`src/pkg/amd_pkg.sv`:
```
package amd_pkg;

   // ****************************************************************
   // Address map constants
   // ****************************************************************
   localparam logic [31:0] ADDR_LOW       = 32'h0000_0000; // Lowest byte address
   localparam logic [31:0] ADDR_TOP       = 32'hffff_ffff; // Highest byte address
   localparam logic [31:0] PROG_ALIAS_TOP = 32'h00ff_ffff; // Programming alias end
   localparam logic [31:0] PERIPH_BASE    = 32'h0008_0000; // Peripheral area start
   localparam logic [31:0] PERIPH_TOP     = 32'h000f_ffff; // Peripheral area end

   // ****************************************************************
   // Capacity selections
   // ****************************************************************
   localparam logic [2:0] ROM_2M   = 3'h0;
   localparam logic [2:0] ROM_1M5  = 3'h1;
   localparam logic [2:0] ROM_1M   = 3'h2;
   localparam logic [2:0] ROM_768K = 3'h3;
   localparam logic [2:0] ROM_512K = 3'h4;
   localparam logic [2:0] ROM_384K = 3'h5;
   localparam logic [2:0] ROM_256K = 3'h6;

   localparam logic [1:0] RAM_256K = 2'h0;
   localparam logic [1:0] RAM_192K = 2'h1;
   localparam logic [1:0] RAM_128K = 2'h2;
   localparam logic [1:0] RAM_64K  = 2'h3;

   // Read window bases; the alias base is the same value with the top byte cleared
   localparam logic [31:0] ROM_BASE_2M   = 32'hffe0_0000;
   localparam logic [31:0] ROM_BASE_1M5  = 32'hffe8_0000;
   localparam logic [31:0] ROM_BASE_1M   = 32'hfff0_0000;
   localparam logic [31:0] ROM_BASE_768K = 32'hfff4_0000;
   localparam logic [31:0] ROM_BASE_512K = 32'hfff8_0000;
   localparam logic [31:0] ROM_BASE_384K = 32'hfffa_0000;
   localparam logic [31:0] ROM_BASE_256K = 32'hfffc_0000;
   localparam logic [31:0] ALIAS_MASK    = 32'h00ff_ffff;

   localparam logic [31:0] RAM_TOP_256K = 32'h0003_ffff;
   localparam logic [31:0] RAM_TOP_192K = 32'h0002_ffff;
   localparam logic [31:0] RAM_TOP_128K = 32'h0001_ffff;
   localparam logic [31:0] RAM_TOP_64K  = 32'h0000_ffff;

   // Operating modes
   typedef enum logic [1:0] {
      AMD_MODE_SINGLE   = 2'h0,
      AMD_MODE_BOOT     = 2'h1,
      AMD_MODE_USERBOOT = 2'h3,
      AMD_MODE_USBBOOT  = 2'h2
   } amd_mode_t;

   // Target region codes
   typedef enum logic [2:0] {
      AMD_REG_NONE   = 3'h0,
      AMD_REG_RAM    = 3'h1,
      AMD_REG_ROM    = 3'h3,
      AMD_REG_ALIAS  = 3'h2,
      AMD_REG_PERIPH = 3'h6
   } amd_region_t;

   // Peripheral port state
   typedef enum logic [1:0] {
      AMD_ST_IDLE  = 2'h0,
      AMD_ST_WAIT  = 2'h1,
      AMD_ST_DONE  = 2'h3
   } amd_state_t;

   localparam logic [3:0] LAT_ONE = 4'h1; // Least latency count

   // Initiator request
   typedef struct packed {
      logic        valid;
      logic        write;
      logic [31:0] addr;
      logic [31:0] wdata;
   } amd_req_t;

   // Peripheral side request
   typedef struct packed {
      logic        valid;
      logic        write;
      logic [31:0] addr;
      logic [31:0] wdata;
   } amd_preq_t;

   // Block state
   typedef struct packed {
      amd_state_t  state;
      logic [3:0]  latCnt;
      logic        ready;
      logic        postPend;
      logic [31:0] postAddr;
      logic [31:0] postData;
      amd_preq_t   preq;
      logic        rvalid;
      logic [31:0] rdata;
      amd_region_t region;
      logic        romWrErr;
   } amd_state_s_t;

endpackage

```
`src/core/amd_decoder.sv`:
```
`timescale 1ns/1ps

// Behaviour
// - Full 32-bit linear byte space decoded
// - Read window top-aligned, base by capacity
// - Programming alias ends at 00FFFFFF
// - RAM from zero, top by capacity
// - Access depends on controls only, not on mode
// - Boot modes use single-chip map
// - Peripheral writes are posted
// - Latency counted in reference clock cycles
module amd_decoder
   import amd_pkg::*;
(
   // Clock and reset
   input  wire logic        clk,
   input  wire logic        sys_rst,
   // Configuration
   input  wire logic [2:0]  romSize,
   input  wire logic [1:0]  ramSize,
   input  wire amd_mode_t   opMode,
   input  wire logic        romEnable,
   input  wire logic        progEnable,
   input  wire logic        periphEnable,
   // Reference clock tick and latency for the addressed register
   input  wire logic        refTick,
   input  wire logic [3:0]  periphLat,
   // Initiator port
   input  wire amd_req_t    req,
   output logic             reqReady,
   output logic             rspValid,
   output logic [31:0]      rspData,
   output amd_region_t      rspRegion,
   output logic             romWriteErr,
   // Peripheral port
   output amd_preq_t        periphReq,
   input  wire logic [31:0] periphRdata
);

   // ****************************************************************
   // Decode helpers
   // ****************************************************************

   // The map is a pure decode of the address and the static controls

   // Read window base for a capacity code
   // Smaller parts start higher, so the window always ends at the top
   function automatic logic [31:0] romBase(input logic [2:0] sz);
      logic [31:0] b;
      b = ROM_BASE_256K;
      unique case (sz)
         ROM_2M:   b = ROM_BASE_2M;
         ROM_1M5:  b = ROM_BASE_1M5;
         ROM_1M:   b = ROM_BASE_1M;
         ROM_768K: b = ROM_BASE_768K;
         ROM_512K: b = ROM_BASE_512K;
         ROM_384K: b = ROM_BASE_384K;
         default:  b = ROM_BASE_256K; // Unused codes fall back to smallest
      endcase
      return b;
   endfunction

   // RAM upper limit for a capacity code
   // RAM always starts at address zero; only its end moves
   function automatic logic [31:0] ramTop(input logic [1:0] sz);
      logic [31:0] t;
      t = RAM_TOP_64K;
      unique case (sz)
         RAM_256K: t = RAM_TOP_256K;
         RAM_192K: t = RAM_TOP_192K;
         RAM_128K: t = RAM_TOP_128K;
         RAM_64K:  t = RAM_TOP_64K;
      endcase
      return t;
   endfunction

   // Region of an address under the current map
   function automatic amd_region_t decode(input logic [31:0] a);
      amd_region_t r;
      logic [31:0] rb;
      r  = AMD_REG_NONE;
      rb = romBase(romSize);
      // Priority settles any overlap: read window, alias, RAM, peripherals
      // The read window always ends at the top address: only its base is compared
      // RAM starts at address zero, so only its upper limit is compared
      // Each boot mode shares the single-chip map, so mode is not decoded
      // boot map same
      if (romEnable && a >= rb) begin
         r = AMD_REG_ROM;
      end else if (progEnable && a >= (rb & ALIAS_MASK) && a <= PROG_ALIAS_TOP) begin
         r = AMD_REG_ALIAS;
      end else if (a <= ramTop(ramSize)) begin
         r = AMD_REG_RAM;
      end else if (periphEnable && a >= PERIPH_BASE && a <= PERIPH_TOP) begin
         r = AMD_REG_PERIPH;
      end
      return r;
   endfunction

   // ****************************************************************
   // State
   // ****************************************************************
   amd_state_s_t st_ff;   // Registered state
   amd_state_s_t nxt_st;  // Next state
   amd_region_t  reqReg;  // Region of the incoming request

   // Access flow:
   //  - Memory and unmapped accesses answer on the cycle after the take
   //  - A peripheral write is acknowledged at once, then carried out over
   //    the latency of the addressed register, so the core runs on
   //  - A peripheral read holds the port until its data arrives
   //  - While a peripheral access is open the port refuses new requests,
   //    which is what lets a read-back see every earlier posted write
   //  - Latency is counted in reference ticks, not system clocks
   // Limitation: one peripheral access at a time; throughput was traded
   // for a simple ordering guarantee that needs no address compare

   // A process rather than an assign, so that size and enable changes
   // re-run the decode even while the address stands still
   // full space
   always_comb begin
      reqReg = decode(req.addr);
   end

   // Next-state logic
   // Pulses drop after one cycle unless a branch raises them again
   always_comb begin
      nxt_st          = st_ff;
      nxt_st.rvalid   = 1'b0;
      nxt_st.romWrErr = 1'b0;
      unique case (st_ff.state)
         AMD_ST_IDLE: begin
            if (req.valid && st_ff.ready) begin
               nxt_st.region = reqReg;
               if (reqReg == AMD_REG_PERIPH && req.write && !st_ff.postPend) begin
                  // The port keeps its own copy while the write is posted
                  // posted write
                  nxt_st.postPend = 1'b1;
                  nxt_st.postAddr = req.addr;
                  nxt_st.postData = req.wdata;
                  nxt_st.preq     = '{1'b1, 1'b1, req.addr, req.wdata};
                  nxt_st.latCnt   = periphLat;
                  nxt_st.rvalid   = 1'b1; // Acknowledged before taking effect
                  nxt_st.state    = AMD_ST_WAIT;
                  nxt_st.ready    = 1'b0; // Only one write in flight at a time
               end else if (reqReg == AMD_REG_PERIPH && !req.write) begin
                  nxt_st.preq   = '{1'b1, 1'b0, req.addr, '0};
                  nxt_st.latCnt = periphLat;
                  nxt_st.state  = AMD_ST_WAIT;
                  nxt_st.ready  = 1'b0;
               end else begin
                  // Memory and unmapped: answer next cycle; ROM write flagged
                  nxt_st.rvalid   = 1'b1;
                  nxt_st.rdata    = '0;
                  nxt_st.romWrErr = req.write && reqReg == AMD_REG_ROM;
               end
            end
         end
         AMD_ST_WAIT: begin
            // Count down in reference clock ticks
            // A latency of zero is served as one tick, so the port never stalls
            if (refTick) begin
               if (st_ff.latCnt <= LAT_ONE) begin
                  nxt_st.state = AMD_ST_DONE;
               end else begin
                  nxt_st.latCnt = st_ff.latCnt - LAT_ONE;
               end
            end
         end
         AMD_ST_DONE: begin
            // Port released here; a posted write has now taken effect
            nxt_st.preq.valid = 1'b0;
            nxt_st.ready      = 1'b1;
            nxt_st.state      = AMD_ST_IDLE;
            if (st_ff.preq.write) begin
               nxt_st.postPend = 1'b0;
            end else begin
               // Sampled while the peripheral still sees the request
               // read after posted write
               nxt_st.rvalid = 1'b1;
               nxt_st.rdata  = periphRdata;
            end
         end
         default: begin
            // Unused state code: recover to an idle, ready port
            nxt_st.state = AMD_ST_IDLE;
            nxt_st.ready = 1'b1;
         end
      endcase
   end

   // State register
   // Reset leaves the port ready so a request can be taken at once
   always_ff @(posedge clk or posedge sys_rst) begin
      if (sys_rst) begin
         st_ff       <= '0;
         st_ff.ready <= 1'b1;
      end else begin
         st_ff <= nxt_st;
      end
   end

   // ****************************************************************
   // Outputs
   // ****************************************************************
   // Every output is a field of the state register, with no logic after it
   assign reqReady    = st_ff.ready;
   assign rspValid    = st_ff.rvalid;
   assign rspData     = st_ff.rdata;
   assign rspRegion   = st_ff.region;
   assign romWriteErr = st_ff.romWrErr;
   assign periphReq   = st_ff.preq;

endmodule

```
`config.mk`:
```
export PLATFORM = sky130hd
export DESIGN_NAME = amd_decoder
export DESIGN_NICKNAME = d
export VERILOG_FILES = /design/src/pkg/amd_pkg.sv /design/src/core/amd_decoder.sv
export SDC_FILE = /design/constraint.sdc
export NUM_CORES = 1
export LEC_CHECK = 0
export ABC_AREA = 0
export BUFFER_PORTS_ARGS = -buffer_cell sky130_fd_sc_hd__buf_2
export CORE_ASPECT_RATIO = 0.8
export CORE_MARGIN = 2
export CORE_UTILIZATION = 38
export DETAILED_ROUTE_END_ITERATION = 6
export PLACE_DENSITY_LB_ADDON = 0.2
export SYNTH_ARGS = -nofsm -noshare
export SYNTH_HDL_FRONTEND = slang
export SYNTH_SLANG_ARGS = --single-unit
```
`constraint.sdc`:
```
create_clock -name clk -period 3.7 [get_ports clk]
set_input_delay 0.185 -clock clk [delete_from_list [all_inputs] [get_ports clk]]
set_output_delay 0.185 -clock clk [all_outputs]
set_load 0.005 [all_outputs]
```
Word level (Yosys, flattened, before mapping)
Cells that the tools add are included.
Operators by class
  magnitude comparators: 7
  muxes and demuxes: 30
  eq/ne operators: 22
  reduce and logical (&&, ||, !) cells: 27
  add/subtract/negate cells: 1
  bitwise gates (word level): 1
Operator list (number)
  175-bit 2-to-1 mux: 1
  32-bit one-hot mux with 4 select lines: 1
  21-bit one-hot mux with 6 select lines: 1
  32-bit 2-to-1 mux: 3
  67-bit 2-to-1 mux: 1
  33-bit 2-to-1 mux: 2
  66-bit 2-to-1 mux: 1
  33-bit one-hot mux with 2 select lines: 1
  65-bit 2-to-1 mux: 1
  32-bit by 20-bit greater-or-equal comparator with 1-bit output, second input constant: 1
  32-bit by 24-bit greater-or-equal comparator with 1-bit output: 1
  32-bit greater-or-equal comparator: 1
  32-bit by 20-bit <= comparator with 1-bit output, second input constant: 1
  32-bit by 24-bit <= comparator with 1-bit output, second input constant: 1
  32-bit <= comparator: 1
  2-bit != test, second input constant: 9
  7-bit 2-to-1 mux: 2
  3-bit 2-to-1 mux: 4
  3-bit AND reduction: 4
  1-bit logical AND: 10
  5-bit AND reduction: 2
  3-bit by 2-bit == test with 1-bit output, second input constant: 3
  3-bit == test, second input constant: 3
  4-bit one-hot mux with 2 select lines: 1
  19 further kinds: 32
Word-level totals
  register bits after elaboration: 175
  logic and storage cells: 102
  bits of input ports: 115
  output and inout bits: 104

Depth between registers and ports, before layout
  word-level depth: 17
  mapped depth: 9
  gate-level depth less buffers: 8

Worst setup path before layout
OpenSTA, ideal clock, no wires.
  path kind: register to register
  start point: register st_ff[173] (netlist bit)
  end point: register st_ff[169] (netlist bit)
  slack: 1.629 ns
  data required time: 3.575 ns
  data arrival time: 1.947 ns
  buffers on the path: 0
  setup time: 0.125 ns
  cell stages (with the launch flop): 8
  cells stage by stage: dfrtp_1 inv_1 ha_1 nand3_1 a211oi_1 a21oi_2 nor2_1 mux2_2
On the way
  longest elaborated chain between the ends: 3
RTL lines
  start: declaration: RTL line amd_decoder.sv:103  | amd_state_s_t st_ff;
  start signal: assignment: RTL line amd_decoder.sv:199  | st_ff <= nxt_st;
  2-bit by 1-bit == test with 1-bit output / 2-bit logical NOT (equally long branches): RTL line amd_decoder.sv:131  | unique case (st_ff.state)
  2-bit != test (no source line), or another cell as far along
  5-bit AND reduction (no source line)
Several ways; a longest one is shown, not always the timed one.
A chain may end at the register's enable or synchronous reset.

Final worst setup path
  start point: register st_ff[174] (netlist bit)
  end point: register st_ff (netlist bit periphReq[25])
On the way
  longest elaborated chain between the ends: 2
RTL lines (RTL line)
  2-bit logical NOT: amd_decoder.sv:131
  3-bit AND reduction (no source line)
No other way between the ends.

==> impl_metrics.toml <==
[sta]
grt_setup_unrepaired = "no"
holdWs_ns = 0.03449
setup_tns_ns = 0
slew_headroom_pct = 41.94
min_period_ns = 2.765
maxSlewViolCount = 0
fin_crit_sh_pct = 74.74
hold_viol = 0
fmax_ghz = 0.3616
worst_slew_pin_slew_ns = 0.8709
setup_violations = 0
finClkSkew_ns = 0.006940

[worst_setup_path]
critical_path_class = "reg2reg"
required_ns = 3.93
timing.rr.end = "periphReq[25]$_DFFE_PP0P_"
cp_max_fo = 40
reg2reg_depth = 7
cp-start-kind = "flop"
endpoint_kind = "flop"
crit_arrival_ns = 3.00
max_stage_delay_ns = 0.49
path_cells = "inv_1, ha_1, nand3_1, a211oi_1, nand2_2, buf_4, a22o_1"
r2r-start = "st_ff[174]$_DFFE_PP0P_"
crit_path_top_delay_cell = "a211oi_1"
r2r_slack_ns = 0.93

[outcome]
outcome = "completed"

[global_routing]
grt_pass1_wl_um = 19950
antenna_found_initial = 0
grt_max_degree = 73
track_usage_pct = 15.89
grt_pass1_vias = 3925
grt.overflow.total = 0

[power_and_ir_drop]
vdd_ir_drop_max_uv = 248.3
power.density_nw_per_um2 = 501.0
leakage_nw = 3.503

[final_layout]
final_util_pct = 44.40
finalNetCount = 750
fill_cells = 1361
finalInstanceArea_um2 = 6370
diodes = 0
drive_gt1_share_pct = 42.61
syn2layout_area_growth_pct = 13.79
fin_cells = 813

[placement]
dpl-instance-area_um2 = 6076
port_buffers = 216
hpwlAfterDp_um = 9054
gp_congestion = 0.8741
dp_cells = 797

[detailed_routing]
vias_per_cell = 4.768
ant_nets = 0
vias = 3876
wirelength_um = 12150
firstDrtPassIters = 4
routedWlPerCell_um = 14.95
drt_iter0_drc = 162
drc = 0

[clock_network]
insertion_delay_ns = 0.35
cts_root_buf = "clkbuf_16"
clk_pin_slew_ns = 0.07
htreeDepth = 3
cts_hold_buf = 0
post_cts_resize_count = 0
cts.sinks = 111
cts_setup_buffers = 0
cts_tree = "built"
numCtsBuffers = 9
cts_buffer_depth = 2

[floorplanning]
start_util_pct = 39.02
die_width_um = 139.7
rows = 39
dieArea_um2 = 15720
die_h_um = 112.6
core_um2 = 14350
boundaryPins = 219

[flow_run]
maxCapViolations = 0

[synth]
async_flop_share_pct = 100.0
synth_area_um2 = 5598
synth_flop_cell = "dfrtp_1"
synth_edf_count = 0
synthesis.nets = 638
synth-seq-cells = 111
synth_cells = 512
synth.largest_area_cell = "dfrtp_1"
synth_top_area_share_pct = 49.17
ys_seq_area_share_pct = 49.64
synth_area_leaders = "dfrtp_1, buf_4, mux2i_1"
yosysUniqueCellTypes = 47
yosys_warnings = 0
syn_avg_cell_area_um2 = 10.93

[worst_hold_path]
hold_class = "in2async"
final cells by class:
class | instances | area, um^2 | share of cell area (%)
multi-input cells | 239 | 1784 | 28.01
repair buffers | 222 | 1126 | 17.68
flip-flops and latches | 111 | 2779 | 43.63
clock buffers | 12 | 256.5 | 4.027
clock inverters | 4 | 37.54 | 0.5893
inverters | 41 | 156.4 | 2.455
well taps | 184 | 230.2 | 3.614
cell families (layout without fill, tap and decap cells):
group                    after synthesis  after routing  share of synthesized area (%)
buffers and inverters                162            279                          18.60
adder cells (fa/ha/maj)               11             11                          2.459
AND/OR/NAND/NOR                      103            103                          9.634
multiplexers                          53             53                          9.946
AO/OA/AOI/OAI                         72             72                          9.723
flip-flops                           111            111                          49.64
layout by cell type, fill, tap and decap left out, drive strengths merged, types with 2 or more instances in the layout:
cell      n
nand2    45
nor2     10
a211oi    3
o21ai    14
and3      3
or4       2
nor4      7
a21oi     6
buf     222
ha       11
nor3      2
clkinv    2
and4      2
nand3     8
a31oi     4
o22a      3
inv      43
clkbuf   12
nand2b    2
and2     13
mux2     21
mux2i    32
nand4     5
a22o     32
dfrtp   110
synthesized netlist by cell type, types with 4 or more instances:
cell and count:
a21oi_1 5, a22o_1 32, a31oi_1 4, and2_1 13, buf_2 4, buf_4 102
buf_6 6, clkbuf_1 9, dfrtp_1 110, ha_1 11, inv_1 41, mux2_2 21
mux2i_1 32, nand2_1 44, nand3_1 7, nand4_1 5, nor2_1 10, nor4_1 7
o21ai_0 13
critical path, delay by kind of cell, from the launching register on:
family	cells	cell delay, ns
DFF	1	0.40
buffers and inverters	2	0.51
AOI/OAI and AO/OA	2	0.78
and+or+nand+nor	2	0.67
adders and majority gates	1	0.25
layer usage:
| layer | share of wire [%] | global-route usage [%] | vias up |
|---|---|---|---|
| met3 | 7.4 | 4.821 | 21 |
| met2 | 45 | 24.42 | 160 |
| met1 | 46 | 21.76 | 1838 |
| met5 | 0 | 0 | - |
| met4 | 1.9 | 4.867 | 0 |
| li1 | - | - | 1857 |
state kept, by name (all words and copies together), names as in the netlist:
| signal | cells |
|---|---|
| romWriteErr | 1 |
| st_ff | 7 |
| reqReady | 1 |
| rspRegion | 3 |
| rspData | 32 |
| rspValid | 1 |
| periphReq | 66 |
metrics by stage:
step	total power [mW]	worst slack, ns
floorplan	2.104	0.5860
global placement	2.249	1.001
detailed placement	2.277	0.9531
CTS	3.248	0.9519
global route	3.402	0.6358
finish	3.191	0.9346
where the power goes:
group,internal [mW],leakage (nW),switching [mW]
sequential,1.30,1.53,0.0578
clock,0.504,0.145,0.448
combinational,0.385,1.83,0.492
worst max path at each step:
stage / startpoint / end / cells past startpoint
5_1_grt: st_ff[174]$_DFFE_PP0P_ / reqReady$_DFFE_PP1P_ / 8
6_report: st_ff[174]$_DFFE_PP0P_ / periphReq[25]$_DFFE_PP0P_ / 7
4_1_cts: st_ff[174]$_DFFE_PP0P_ / periphReq[30]$_DFFE_PP0P_ / 7
3_3_place_gp: st_ff[173]$_DFFE_PP0P_ / periphReq[19]$_DFFE_PP0P_ / 7
2_1_floorplan: sys_rst / periphReq[0]$_DFFE_PP0P_ / 1
3_5_place_dp: st_ff[174]$_DFFE_PP0P_ / periphReq[30]$_DFFE_PP0P_ / 7
(Power assumes the default switching activity.)
